## src/atlm_map.vh

```
`ifndef ATLM_MAP_VH
`define ATLM_MAP_VH

// Register byte addresses.
`define ATLM_CTRL_ADDR 8'h00
`define ATLM_TWIN_ADDR 8'h04
`define ATLM_UPPER_ADDR 8'h08
`define ATLM_LOWER_ADDR 8'h0C
`define ATLM_CMD_ADDR 8'h10
`define ATLM_ARG_ADDR 8'h14
`define ATLM_REPLY_ADDR 8'h18
`define ATLM_STATUS_ADDR 8'h1C
`define ATLM_ISTAT_ADDR 8'h20
`define ATLM_IMASK_ADDR 8'h24
`define ATLM_CPOS_ADDR 8'h28
`define ATLM_TREP_ADDR 8'h2C
`define ATLM_KP_ADDR 8'h30
`define ATLM_KV_ADDR 8'h34
`define ATLM_KS_ADDR 8'h38
`define ATLM_CAM_ADDR 8'h3C

// Control register bit positions and reset value.
`define ATLM_CTRL_ABORT_EN 0
`define ATLM_CTRL_SOFT_EN 1
`define ATLM_CTRL_SERVO 2
`define ATLM_CTRL_DUAL 3
`define ATLM_CTRL_VERBOSE 4
`define ATLM_CTRL_RST 5'h17

// Reset values and the tune amplitude.
`define ATLM_TWIN_RST 32'h0000_0FA0
`define ATLM_UPPER_RST 32'h0BEB_C200
`define ATLM_LOWER_RST 32'h8000_0001
`define ATLM_CAM_RST 8'hFF
`define ATLM_TUNE_AMP 32'h0000_0010

// Command codes, written to the command register.
`define ATLM_C_MOVE_ABS 4'h1
`define ATLM_C_MOVE_REL 4'h2
`define ATLM_C_CONST_VEL 4'h3
`define ATLM_C_STOP 4'h4
`define ATLM_C_RESET 4'h5
`define ATLM_C_TUNE 4'h6
`define ATLM_C_CAM_UNDEF 4'h7

// Reply codes.
`define ATLM_R_OK 4'h0
`define ATLM_R_RANGE 4'h1
`define ATLM_R_CONFLICT 4'h2
`define ATLM_R_TRACK 4'h3
`define ATLM_R_STALL 4'h4
`define ATLM_R_INPUT 4'h5
`define ATLM_R_TIMEOUT 4'h6
`define ATLM_R_HARD 4'h7
`define ATLM_R_SOFT 4'h8
`define ATLM_R_STEPPER 4'h9
`define ATLM_R_TUNE_FAIL 4'hA
`define ATLM_R_TUNE_REPORT 4'hB
`define ATLM_R_BUSY 4'hC
`define ATLM_R_NOT_ALLOWED 4'hD

// Timing.
`define ATLM_CLK_HZ 25000000
`define ATLM_STEP_NS 40000
`define ATLM_TUNE_MS 2000
`define ATLM_REV_MS 100

`endif

```

## src/atlm_core.v

```verilog
// The address map and the AHB-Lite slave port are this design's own decisions.
`timescale 1ns/10ps
`include "atlm_map.vh"
module atlm_core #(
	parameter TUNE_CYCLES = `ATLM_TUNE_MS * (`ATLM_CLK_HZ / 1000),
	parameter TUNE_HALF = `ATLM_REV_MS * (`ATLM_CLK_HZ / 1000)
) (
	input wire hclk,
	input wire hresetn,
	input wire hsel,
	input wire [31:0] haddr,
	input wire [1:0] htrans,
	input wire hwrite,
	input wire [2:0] hsize,
	input wire [31:0] hwdata,
	input wire hready,
	output wire hreadyout,
	output reg [31:0] hrdata,
	output wire hresp,
	input wire [31:0] actual_pos,
	input wire hard_limit_up,
	input wire hard_limit_dn,
	input wire jog_up,
	input wire jog_dn,
	input wire input_abort,
	input wire stall_abort,
	input wire timeout_abort,
	output reg [31:0] cmd_pos,
	output wire moving,
	output reg track_fault_disp,
	output reg error_out,
	output wire irq
);
	localparam ST_IDLE = 3'd0;
	localparam ST_MOVE = 3'd1;
	localparam ST_CV = 3'd2;
	localparam ST_JOG = 3'd3;
	localparam ST_TUNE = 3'd4;
	localparam [31:0] STEP_CYC = (`ATLM_STEP_NS * (`ATLM_CLK_HZ / 1000000)) / 1000;
	localparam [15:0] STEP_LAST = STEP_CYC[15:0] - 16'h0001;
	localparam [31:0] TUNE_LAST = TUNE_CYCLES - 1;
	localparam [31:0] HALF_LAST = TUNE_HALF - 1;

	reg [2:0] st;
	reg [4:0] ctrl;
	reg [31:0] track_win;
	reg [31:0] upper_lim;
	reg [31:0] lower_lim;
	reg [31:0] move_arg;
	reg [31:0] target;
	reg cv_up;
	reg [3:0] reply;
	reg track_abort;
	reg [7:0] cam_valid;
	reg [31:0] kp;
	reg [31:0] kv;
	reg [31:0] ks;
	reg [31:0] tune_rep;
	reg [31:0] tune_base;
	reg [31:0] tune_cnt;
	reg [31:0] half_cnt;
	reg tune_phase;
	reg [15:0] rev_cnt;
	reg [32:0] peak;
	reg [15:0] step_cnt;
	reg [3:0] pin_meta;
	reg [3:0] pin_sync;
	reg [3:0] irq_stat;
	reg [3:0] irq_mask;
	reg ev_reply;
	reg ev_abort;
	reg ev_done;
	reg wr_pend;
	reg [7:0] wr_addr;

	// The slave never stalls and always answers OKAY.
	assign hreadyout = 1'b1;
	assign hresp = 1'b0;
	assign moving = (st != ST_IDLE);
	assign irq = |(irq_stat & irq_mask);

	wire abort_en = ctrl[`ATLM_CTRL_ABORT_EN];
	wire soft_en = ctrl[`ATLM_CTRL_SOFT_EN];
	wire servo = ctrl[`ATLM_CTRL_SERVO];
	wire hard_up = pin_sync[0];
	wire hard_dn = pin_sync[1];
	wire jog_up_s = pin_sync[2];
	wire jog_dn_s = pin_sync[3];
	wire addr_ok = hsel & htrans[1] & hready;
	wire tick = (step_cnt == STEP_LAST);

	// Signed difference, then its magnitude, so a lag or a lead both count.
	wire [32:0] pos_err = {cmd_pos[31], cmd_pos} - {actual_pos[31], actual_pos};
	wire [32:0] err_mag = pos_err[32] ? (33'h0_0000_0000 - pos_err) : pos_err;
	wire track_over = err_mag > {2'b00, track_win[30:0]};

	// Room left for one more step in each direction.
	wire up_ok = !(soft_en && ($signed(cmd_pos) >= $signed(upper_lim))) && !hard_up;
	wire dn_ok = !(soft_en && ($signed(cmd_pos) <= $signed(lower_lim))) && !hard_dn;

	// Abort sources in their reporting order.
	reg [3:0] abort_code;
	always @* begin
		if (track_abort) begin
			abort_code = `ATLM_R_TRACK;
		end else if (input_abort) begin
			abort_code = `ATLM_R_INPUT;
		end else if (stall_abort) begin
			abort_code = `ATLM_R_STALL;
		end else if (timeout_abort) begin
			abort_code = `ATLM_R_TIMEOUT;
		end else begin
			abort_code = `ATLM_R_OK;
		end
	end

	// Move destination for the command being written, checked against the window.
	wire [3:0] cmd_code = hwdata[3:0];
	wire [31:0] new_tgt = (cmd_code == `ATLM_C_MOVE_REL) ? (cmd_pos + move_arg) : move_arg;
	wire tgt_out = soft_en && (($signed(new_tgt) > $signed(upper_lim)) ||
		($signed(new_tgt) < $signed(lower_lim)));

	// Limit and jog pins come from outside; two flops before anything reads them.
	always @(posedge hclk or negedge hresetn) begin
		if (!hresetn) begin
			pin_meta <= 4'h0;
			pin_sync <= 4'h0;
		end else begin
			pin_meta <= {jog_dn, jog_up, hard_limit_dn, hard_limit_up};
			pin_sync <= pin_meta;
		end
	end

	// Address phase capture; read data is registered so it stands in the data phase.
	always @(posedge hclk or negedge hresetn) begin
		if (!hresetn) begin
			wr_pend <= 1'b0;
			wr_addr <= 8'h00;
			hrdata <= 32'h0000_0000;
		end else begin
			wr_pend <= addr_ok & hwrite & (hsize == 3'b010) & (haddr[31:8] == 24'h00_0000);
			wr_addr <= haddr[7:0];
			if (addr_ok && !hwrite) begin
				if (haddr[31:8] != 24'h00_0000) begin
					hrdata <= 32'h0000_0000;
				end else if (haddr[7:0] == `ATLM_CTRL_ADDR) begin
					hrdata <= {27'h000_0000, ctrl};
				end else if (haddr[7:0] == `ATLM_TWIN_ADDR) begin
					hrdata <= track_win;
				end else if (haddr[7:0] == `ATLM_UPPER_ADDR) begin
					hrdata <= upper_lim;
				end else if (haddr[7:0] == `ATLM_LOWER_ADDR) begin
					hrdata <= lower_lim;
				end else if (haddr[7:0] == `ATLM_ARG_ADDR) begin
					hrdata <= move_arg;
				end else if (haddr[7:0] == `ATLM_REPLY_ADDR) begin
					hrdata <= {28'h000_0000, reply};
				end else if (haddr[7:0] == `ATLM_STATUS_ADDR) begin
					hrdata <= {20'h0_0000, hard_dn, hard_up, timeout_abort, stall_abort,
						input_abort, track_abort, track_fault_disp, 2'b00, st};
				end else if (haddr[7:0] == `ATLM_ISTAT_ADDR) begin
					hrdata <= {28'h000_0000, irq_stat};
				end else if (haddr[7:0] == `ATLM_IMASK_ADDR) begin
					hrdata <= {28'h000_0000, irq_mask};
				end else if (haddr[7:0] == `ATLM_CPOS_ADDR) begin
					hrdata <= cmd_pos;
				end else if (haddr[7:0] == `ATLM_TREP_ADDR) begin
					hrdata <= tune_rep;
				end else if (haddr[7:0] == `ATLM_KP_ADDR) begin
					hrdata <= kp;
				end else if (haddr[7:0] == `ATLM_KV_ADDR) begin
					hrdata <= kv;
				end else if (haddr[7:0] == `ATLM_KS_ADDR) begin
					hrdata <= ks;
				end else if (haddr[7:0] == `ATLM_CAM_ADDR) begin
					hrdata <= {24'h00_0000, cam_valid};
				end else begin
					hrdata <= 32'h0000_0000;
				end
			end
		end
	end

	// Sticky interrupt bits; an event in the clearing cycle survives the clear.
	always @(posedge hclk or negedge hresetn) begin
		if (!hresetn) begin
			irq_stat <= 4'h0;
			irq_mask <= 4'h0;
		end else begin
			if (wr_pend && (wr_addr == `ATLM_IMASK_ADDR)) begin
				irq_mask <= hwdata[3:0];
			end
			irq_stat <= (irq_stat & ~((wr_pend && (wr_addr == `ATLM_ISTAT_ADDR)) ?
				hwdata[3:0] : 4'h0)) | {ev_done, ev_abort, track_over & ~track_fault_disp,
				ev_reply};
		end
	end

	// Motion, tuning, configuration writes and commands share one process so each
	// state bit has a single owner; later assignments take priority.
	always @(posedge hclk or negedge hresetn) begin
		if (!hresetn) begin
			st <= ST_IDLE;
			ctrl <= `ATLM_CTRL_RST;
			track_win <= `ATLM_TWIN_RST;
			upper_lim <= `ATLM_UPPER_RST;
			lower_lim <= `ATLM_LOWER_RST;
			move_arg <= 32'h0000_0000;
			target <= 32'h0000_0000;
			cv_up <= 1'b0;
			reply <= `ATLM_R_OK;
			track_abort <= 1'b0;
			cam_valid <= `ATLM_CAM_RST;
			kp <= 32'h0000_0000;
			kv <= 32'h0000_0000;
			ks <= 32'h0000_0000;
			tune_rep <= 32'h0000_0000;
			tune_base <= 32'h0000_0000;
			tune_cnt <= 32'h0000_0000;
			half_cnt <= 32'h0000_0000;
			tune_phase <= 1'b0;
			rev_cnt <= 16'h0000;
			peak <= 33'h0_0000_0000;
			step_cnt <= 16'h0000;
			cmd_pos <= 32'h0000_0000;
			track_fault_disp <= 1'b0;
			error_out <= 1'b0;
			ev_reply <= 1'b0;
			ev_abort <= 1'b0;
			ev_done <= 1'b0;
		end else begin
			ev_reply <= 1'b0;
			ev_abort <= 1'b0;
			ev_done <= 1'b0;
			step_cnt <= tick ? 16'h0000 : (step_cnt + 16'h0001);
			track_fault_disp <= track_over;
			error_out <= track_abort;
			case (st)
			ST_MOVE: begin
				if (cmd_pos == target) begin
					st <= ST_IDLE;
					ev_done <= 1'b1;
				end else if (tick) begin
					// A hard limit ends the move even with soft limits off.
					if ($signed(target) > $signed(cmd_pos)) begin
						if (hard_up) begin
							st <= ST_IDLE;
						end else begin
							cmd_pos <= cmd_pos + 32'h0000_0001;
						end
					end else if (hard_dn) begin
						st <= ST_IDLE;
					end else begin
						cmd_pos <= cmd_pos - 32'h0000_0001;
					end
				end
			end
			ST_CV: begin
				if (tick) begin
					if (cv_up ? !up_ok : !dn_ok) begin
						st <= ST_IDLE;
						ev_done <= 1'b1;
					end else if (cv_up) begin
						cmd_pos <= cmd_pos + 32'h0000_0001;
					end else begin
						cmd_pos <= cmd_pos - 32'h0000_0001;
					end
				end
			end
			ST_JOG: begin
				if (!jog_up_s && !jog_dn_s) begin
					st <= ST_IDLE;
				end else if (tick && jog_up_s && up_ok) begin
					cmd_pos <= cmd_pos + 32'h0000_0001;
				end else if (tick && jog_dn_s && !jog_up_s && dn_ok) begin
					cmd_pos <= cmd_pos - 32'h0000_0001;
				end
			end
			ST_TUNE: begin
				// Swing about the start point and record the largest following error.
				if (err_mag > peak) begin
					peak <= err_mag;
				end
				tune_cnt <= tune_cnt + 32'h0000_0001;
				if (half_cnt == HALF_LAST) begin
					half_cnt <= 32'h0000_0000;
					tune_phase <= ~tune_phase;
					rev_cnt <= rev_cnt + 16'h0001;
					cmd_pos <= tune_phase ? (tune_base - `ATLM_TUNE_AMP) :
						(tune_base + `ATLM_TUNE_AMP);
				end else begin
					half_cnt <= half_cnt + 32'h0000_0001;
				end
				if (tune_cnt == TUNE_LAST) begin
					st <= ST_IDLE;
					ev_done <= 1'b1;
					ev_reply <= 1'b1;
					cmd_pos <= tune_base;
					if ((peak[32:16] != 17'h0_0000) || (peak == 33'h0_0000_0000)) begin
						reply <= `ATLM_R_TUNE_FAIL;
					end else begin
						// The loop gains and the tune report change; a stiffer axis earns more kp but less kv and ks.
						kp <= 32'h0001_0000 - {16'h0000, peak[15:0]};
						kv <= {16'h0000, peak[15:0]};
						ks <= {17'h0_0000, peak[15:1]};
						tune_rep <= {rev_cnt, peak[15:0]};
						reply <= ctrl[`ATLM_CTRL_VERBOSE] ? `ATLM_R_TUNE_REPORT :
							`ATLM_R_OK;
					end
				end
			end
			default: begin
				if ((jog_up_s || jog_dn_s) && (abort_code == `ATLM_R_OK)) begin
					st <= ST_JOG;
				end
			end
			endcase

			if (wr_pend) begin
				if (wr_addr == `ATLM_CTRL_ADDR) begin
					ctrl <= hwdata[4:0];
				end else if (wr_addr == `ATLM_TWIN_ADDR) begin
					ev_reply <= 1'b1;
					if (hwdata[31]) begin
						reply <= `ATLM_R_RANGE;
					end else begin
						track_win <= hwdata;
						reply <= `ATLM_R_OK;
					end
				end else if (wr_addr == `ATLM_UPPER_ADDR) begin
					ev_reply <= 1'b1;
					if ($signed(hwdata) <= $signed(lower_lim)) begin
						reply <= `ATLM_R_CONFLICT;
					end else begin
						upper_lim <= hwdata;
						reply <= `ATLM_R_OK;
					end
				end else if (wr_addr == `ATLM_LOWER_ADDR) begin
					ev_reply <= 1'b1;
					if ($signed(hwdata) >= $signed(upper_lim)) begin
						reply <= `ATLM_R_CONFLICT;
					end else begin
						lower_lim <= hwdata;
						reply <= `ATLM_R_OK;
					end
				end else if (wr_addr == `ATLM_ARG_ADDR) begin
					move_arg <= hwdata;
				end else if (wr_addr == `ATLM_CAM_ADDR) begin
					cam_valid <= cam_valid | hwdata[7:0];
				end else if (wr_addr == `ATLM_CMD_ADDR) begin
					ev_reply <= 1'b1;
					reply <= `ATLM_R_OK;
					if (cmd_code == `ATLM_C_RESET) begin
						track_abort <= 1'b0;
						st <= ST_IDLE;
					end else if (cmd_code == `ATLM_C_STOP) begin
						if (st == ST_IDLE) begin
							reply <= `ATLM_R_NOT_ALLOWED;
						end else begin
							st <= ST_IDLE;
							cmd_pos <= (st == ST_TUNE) ? tune_base : cmd_pos;
						end
					end else if ((cmd_code == `ATLM_C_MOVE_ABS) ||
						(cmd_code == `ATLM_C_MOVE_REL) || (cmd_code == `ATLM_C_CONST_VEL)) begin
						if (abort_code != `ATLM_R_OK) begin
							reply <= abort_code;
						end else if (st != ST_IDLE) begin
							reply <= `ATLM_R_BUSY;
						end else if (cmd_code == `ATLM_C_CONST_VEL) begin
							cv_up <= ~move_arg[31];
							if (move_arg[31] ? !dn_ok : !up_ok) begin
								reply <= `ATLM_R_SOFT;
							end else begin
								st <= ST_CV;
							end
						end else if (tgt_out) begin
							reply <= `ATLM_R_SOFT;
						end else begin
							target <= new_tgt;
							st <= ST_MOVE;
						end
					end else if (cmd_code == `ATLM_C_TUNE) begin
						if (!servo) begin
							reply <= `ATLM_R_STEPPER;
						end else if (st != ST_IDLE) begin
							reply <= `ATLM_R_BUSY;
						end else if (abort_code != `ATLM_R_OK) begin
							reply <= abort_code;
						end else if (hard_up) begin
							reply <= `ATLM_R_HARD;
						end else if (soft_en && ($signed(cmd_pos) >= $signed(upper_lim))) begin
							reply <= `ATLM_R_SOFT;
						end else if (ctrl[`ATLM_CTRL_DUAL]) begin
							reply <= `ATLM_R_TUNE_FAIL;
						end else begin
							// The tune reply is posted when the exercise ends.
							ev_reply <= 1'b0;
							st <= ST_TUNE;
							tune_base <= cmd_pos;
							tune_cnt <= 32'h0000_0000;
							half_cnt <= 32'h0000_0000;
							tune_phase <= 1'b0;
							rev_cnt <= 16'h0000;
							peak <= 33'h0_0000_0000;
						end
					end else if (cmd_code == `ATLM_C_CAM_UNDEF) begin
						if (!servo) begin
							reply <= `ATLM_R_STEPPER;
						end else if (st != ST_IDLE) begin
							reply <= `ATLM_R_BUSY;
						end else begin
							cam_valid[hwdata[6:4]] <= 1'b0;
						end
					end else begin
						reply <= `ATLM_R_NOT_ALLOWED;
					end
				end
			end

			// Abort beats any move started in the same cycle.
			if (track_over && abort_en && !track_abort) begin
				track_abort <= 1'b1;
				ev_abort <= 1'b1;
				st <= ST_IDLE;
			end
		end
	end
endmodule

```

## config.mk

```make
export PLATFORM = sky130hd
export DESIGN_NAME = atlm_core
export DESIGN_NICKNAME = d
export VERILOG_FILES = /design/src/atlm_core.v
export VERILOG_INCLUDE_DIRS = /design/src
export SDC_FILE = /design/constraint.sdc
export NUM_CORES = 2
export LEC_CHECK = 0
export ABC_AREA = 0
export BUFFER_PORTS_ARGS = -buffer_cell sky130_fd_sc_hd__buf_4
export CAP_MARGIN = 40
export CORE_ASPECT_RATIO = 0.75
export CORE_MARGIN = 2
export CORE_UTILIZATION = 50
export CTS_CLUSTER_DIAMETER = 120
export DETAILED_ROUTE_END_ITERATION = 10
export HOLD_SLACK_MARGIN = 0.03
export PLACE_DENSITY = 0.67
export RECOVER_POWER = 25
export SLEW_MARGIN = 20
export SYNTH_ARGS = -nofsm -noshare
export SYNTH_HDL_FRONTEND = slang
export SYNTH_SLANG_ARGS = --single-unit
```

## constraint.sdc

```tcl
create_clock -name hclk -period 13.77 [get_ports hclk]
set_input_delay 2.0655 -clock hclk [delete_from_list [all_inputs] [get_ports hclk]]
set_output_delay 2.0655 -clock hclk [all_outputs]
set_load 0.02 [all_outputs]
```

======== After elaboration in Yosys (flattened, before gate mapping) ========
Index checks and enable logic that the tools add are counted.
storage, ports and cells
  flip-flop bits (word level) ............. 532
  bits of input ports ..................... 113
  output and inout bits ................... 70
  logic and storage cells ................. 473
cells by class
  add/subtract/negate cells ............... 12
  magnitude comparators ................... 11
  eq/ne operators ......................... 50
  muxes and demuxes ....................... 268
  bitwise operators ....................... 36
  reductions and logical operators ........ 61
operator list
  cell                     number
  $mux W32                 79
  $mux W33                 21
  $mux W16                 22
  $mux W4                  34
  $pmux W32 S4             1
  $mux W3                  37
  $add A32 B1 Y32 const B  3
  $eq A8 B6 Y1 const B     11
  $mux W8                  10
  $ge A32 B32 Y1           2
  $gt A32 B32 Y1           2
  $le A32 B32 Y1           2
  $mux W1                  58
  $eq A8 B5 Y1 const B     5
  $gt A33 B31 Y1           1
  $gt A33 B33 Y1           1
  $logic_not A33 Y1        1
  $sub A1 B33 Y33 const A  1
  $sub A32 B32 Y33         1
  $add A16 B1 Y16 const B  2
  $add A32 B32 Y32         1
  $add A32 B5 Y32 const B  1
  $eq A32 B22 Y1 const B   1
  $eq A32 B26 Y1 const B   1
  other kinds (54)         140

======== Logic depth before layout (Yosys ltp) ========
  depth in word-level cells ............... 28
  mapped depth ............................ 27
  mapped depth without buffers ............ 24

======== Worst setup path after synthesis ========
OpenSTA, ideal clock, no wires.
  path kind ............................... input-to-reg
  start point ............................. in actual_pos[0]
  end point ............................... reg peak[30]
  setup time .............................. 0.078 ns
  arrival ................................. 7.339 ns
  required time ........................... 13.692 ns
  path slack .............................. 6.353 ns
  stages on the path ...................... 24
  path buffers ............................ 1
  cell sequence ........................... ha_1 fa_1 nand2b_1 a21oi_1 xor2_1 or4_4 nor4_4 nor4b_4 nor4b_4 and2_2 nand4_2 nand2_1 xnor2_1 ha_1 nand4_1 nor4_1 o21a_1 and3_1 nor3_1 nor3_1 buf_1 nand2_1 mux2_2 a21oi_1
between the ends
  word-level cells in the longest chain between the ends .. 24
RTL lines
  element               RTL line         text
  start, declared       atlm_core.v:20   input wire [31:0] actual_pos,
  $sub A32 B32 Y33 *    atlm_core.v:93   wire [32:0] pos_err = {cmd_pos[31], cmd_pos} - {actual_pos[31], actual_pos};
  $sub A1 B33 Y33       atlm_core.v:94   wire [32:0] err_mag = pos_err[32] ? (33'h0_0000_0000 - pos_err) : pos_err;
  $mux W33 *            atlm_core.v:94
  $gt A33 B33 Y1        atlm_core.v:281  if (err_mag > peak) begin
  $mux W33 *            atlm_core.v:281
  $mux W33 *            atlm_core.v:238  case (st)
  $mux W33              atlm_core.v:393  end else if (ctrl[`ATLM_CTRL_DUAL]) begin
  $mux W33              atlm_core.v:391  end else if (soft_en && ($signed(cmd_pos) >= $signed(upper_lim))) begin
  [8 not listed]        n/a
  $mux W33              atlm_core.v:350  end else if (wr_addr == `ATLM_CMD_ADDR) begin
  $mux W33              atlm_core.v:348  end else if (wr_addr == `ATLM_CAM_ADDR) begin
  $mux W33              atlm_core.v:346  end else if (wr_addr == `ATLM_ARG_ADDR) begin
  $mux W33              atlm_core.v:338  end else if (wr_addr == `ATLM_LOWER_ADDR) begin
  $mux W33              atlm_core.v:330  end else if (wr_addr == `ATLM_UPPER_ADDR) begin
  $mux W33              atlm_core.v:322  end else if (wr_addr == `ATLM_TWIN_ADDR) begin
  $mux W33              atlm_core.v:320  if (wr_addr == `ATLM_CTRL_ADDR) begin
  $mux W33 *            atlm_core.v:319  if (wr_pend) begin
  end signal, assigned  atlm_core.v:282  peak <= err_mag;
  end, declared         atlm_core.v:64   reg [32:0] peak;
Every way passes the cells marked *; elsewhere a longest branch is shown, timed or not.
A chain may end at the register's enable or synchronous reset.

==> qor.csv <==
metric,value,unit
cts_tree,built,
power_frac_clock,21.6,%
met2_length,57800,um
vias,37400,
status,"complete, but fails checks",
wl,146000,um
io_pins,183,
power_frac_seq,21.8,%
r2r-end,target[27]$_DFFE_PN0P_,
synth_seq_cells,485,
synth_ff_type,dfrtp_1,
finalNetCount,5151,
drtPass1Iterations,9,
cts_setup_buffers,0,
cp_slowest_cell,clkbuf_1,
r2r_start,cmd_pos[0]$_DFFE_PN0P_,
yosysWarnings,0,
met3WireLength,16500,um
die_area,0.0801,mm2
cts_htree_levels,2,
min_period_over_period,64.6,%
critPathBufInv,3,
synth.cell_area,0.0389,mm2
cts.sink_count,485,
top_layer,met5,
numCtsBuffers,52,
worstRegToRegCells,25,
relSlewSlack,-254,%
hold_viol,0,
final_area,0.0437,mm2
syn_to_final_growth,12.4,%
max_freq,112,MHz
final_util,56.8,%
worst_hold_slack,348,ps
root_buffer,clkbuf_16,
start_kind,input port,
hold_path.class,register to register,
dpl.hpwl,111000,um
finalClockSkew,47.8,ps
max_cap_violations,5,
place_ws,5120,ps
max_stage_delay,3640,ps
slew_violations,294,
hold_buffers,0,
start_util,50.6,%
met1Wirelength,65100,um
grt_max_degree,146,
finalSetupViolations,0,
violations,"max-capacitance violations, max-slew violations",
synth.avg_cell_area,8.68,um2
die_h,246,um
synth_cell_types,102,
ff2ff_setup_slack,5490,ps
critPathTopFamily,buffers and inverters,
core.rowCount,88,
period_minus_slack,8890,ps
route.detailed.drc,0,
drive_gt1_share,14.9,%
path_class,input port to async pin,
rsz0062_at_grt,no,
async_flop_share,100,%
min_to,pin_sync[1]$_DFF_PN0_,
cts.clk_slew.worst_paths,60,ps
ctsResizeCount,0,
min_from,pin_meta[1]$_DFF_PN0_,
crit_top_cell,clkbuf_1,
nFillCells,7054,
clockBufferDepth,3,
drt_iter0_drc,4750,
place_area,0.0419,mm2
switching_power,3.37,mW
antenna_found_initial,2,
worstPathMaxFanout,95,
routedWlPerCell,25.4,um
endpoint_kind,async pin,
gr-total-overflow,0,
critical_path_arrival,8940,ps
core_area,0.0770,mm2
worst_pin_slew,5320,ps
setup_ws,4880,ps
grt_pass1_wl,219000,um
path_cells,clkbuf_1 > clkbuf_1 > clkbuf_1,
track_usage,35.7,%
seq_area_frac_synth,31.3,%
synth_nets,4988,
p_leak,19.1,nW
min_path_cells,0,
critPathRequiredTime,13820,ps
ant_nets,0,
power_density,163,mW/mm2
clk_latency,660,ps
switching_share,47.2,%
peakVddDrop,0.141,mV
die_w,326,um
syn_inst,4488,
combPwrFrac,56.6,%
post_drt_via_cell_ratio,6.53,
grt_pass1_vias,34400,
port_buffers,179,
synth_edf_count,0,
p_int,3.77,mW
fin_tns_setup,0,ps
place_congestion,1.02,
power groups by stage:
stage	clock network, mW	registers [mW]	logic, mW
3_5_place_dp	0	1.58	3.82
3_3_place_gp	0	1.58	3.74
6_report	1.54	1.56	4.04
5_1_grt	1.62	1.56	4.32
4_1_cts	1.56	1.55	3.85
2_1_floorplan	0	1.62	2.44
layout by cell type, fill, tap and decap left out, drive strengths merged, types with 60 or more instances in the layout:
cell and count:
mux2 221, nand3 107, xor2 94, nor2 385, a221oi 60, nor3 94, dfrtp 453, buf 278
nand2 391, ha 384, clkbuf 105, nand4 109, o21ai 288, inv 242, a21oi 308, a21o 95
nor4 61, xnor2 161
area by class of cell:
class / instances / area (um2) / area share, %
diodes: 3 / 7.51 / 0.0172
clock buffers: 75 / 1470 / 3.35
clock inverters: 23 / 368 / 0.841
inverters: 242 / 908 / 2.08
multi-input cells: 3561 / 25200 / 57.5
flip-flops and latches: 485 / 12200 / 27.8
well taps: 1035 / 1290 / 2.96
repair buffers: 309 / 2360 / 5.40
per-layer routing:
metal  vias to the layer above  track usage (%)
met1                     18100             52.4
met3                       329             8.91
met4                         2             14.0
li1                      17000                -
met5                         -                0
met2                      1997             50.0
registers in the layout, indices dropped and copies added (netlist names), 3 cells and up:
signal     count
wr_addr        8
ctrl           5
st             3
kp            16
target        32
upper_lim     32
track_win     31
irq_mask       4
half_cnt      32
lower_lim     32
rev_cnt       16
move_arg      32
pin_sync       4
step_cnt      16
tune_cnt      32
tune_rep      32
peak          33
tune_base     32
cam_valid      8
pin_meta       4
hrdata        32
reply          4
irq_stat       4
cmd_pos       32
through the flow:
stage               cells  power, mW
CTS                  5716       6.96
finish               5733       7.14
global route         5730       7.50
floorplan            4488       4.06
detailed placement   5618       5.40
global placement     5588       5.32
worst max-delay path by stage:
stage                             start                   endpoint  cells after the start
after floorplan           actual_pos[0]         peak[30]$_DFF_PN0_                     24
after global placement    actual_pos[0]         peak[29]$_DFF_PN0_                     24
after detailed placement  actual_pos[0]         peak[29]$_DFF_PN0_                     24
final                           hresetn  tune_base[12]$_DFFE_PN0P_                      3
after global routing            hresetn  tune_base[12]$_DFFE_PN0P_                      3
after CTS                 actual_pos[0]         peak[29]$_DFF_PN0_                     24
kinds of logic (layout without fill, tap and decap cells):
| group | after synthesis | in the layout | synth area share [%] |
|---|---|---|---|
| AO/OA/AOI/OAI | 1231 | 1231 | 20.7 |
| AND/OR/NAND/NOR | 1434 | 1434 | 18.2 |
| multiplexers | 252 | 252 | 7.19 |
| buffers and inverters | 442 | 649 | 4.33 |
| other | 2 | 5 | 0.0193 |
| XOR/XNOR | 255 | 255 | 5.74 |
| flip-flops | 485 | 485 | 31.3 |
| adder cells (fa/ha/maj) | 387 | 387 | 12.5 |
cell usage after synthesis, drive strengths merged, types with 14 or more instances:
master	instances	share of area, %
clkbuf	178	1.7
o21a	33	0.64
a21oi	308	4.0
o221ai	14	0.33
and2	28	0.46
nor2	385	3.7
a31oi	46	0.76
nor4b	20	0.53
a222oi	21	0.54
o22ai	31	0.50
nand2b	31	0.52
a211oi	52	1.0
o31ai	15	0.29
nand3	107	1.4
or2	27	0.43
a22oi	55	1.1
xnor2	161	3.6
o211ai	48	0.96
a221oi	60	1.3
o21ai	288	3.7
or3	22	0.37
a2111oi	14	0.32
nor2b	29	0.47
dfstp	32	2.2
nand2	391	3.8
and3	55	0.88
xor2	94	2.1
dfrtp	453	29
nor4	61	1.0
buf	22	0.28
mux2	221	6.4
ha	384	12
nor3	94	1.2
mux2i	31	0.80
a21o	95	1.8
and4	22	0.49
inv	238	2.3
nand4	109	1.8
worst register-to-register path: cells and delay by family, from the launching register on:
family                     cells  cell delay (ps)
adders and majority gates      3              930
buffers and inverters          2              490
AOI/OAI and AO/OA             10             3230
muxes                          2              830
DFF                            1              330
and+or+nand+nor                8             2330
Power figures use the tool's default switching activity.
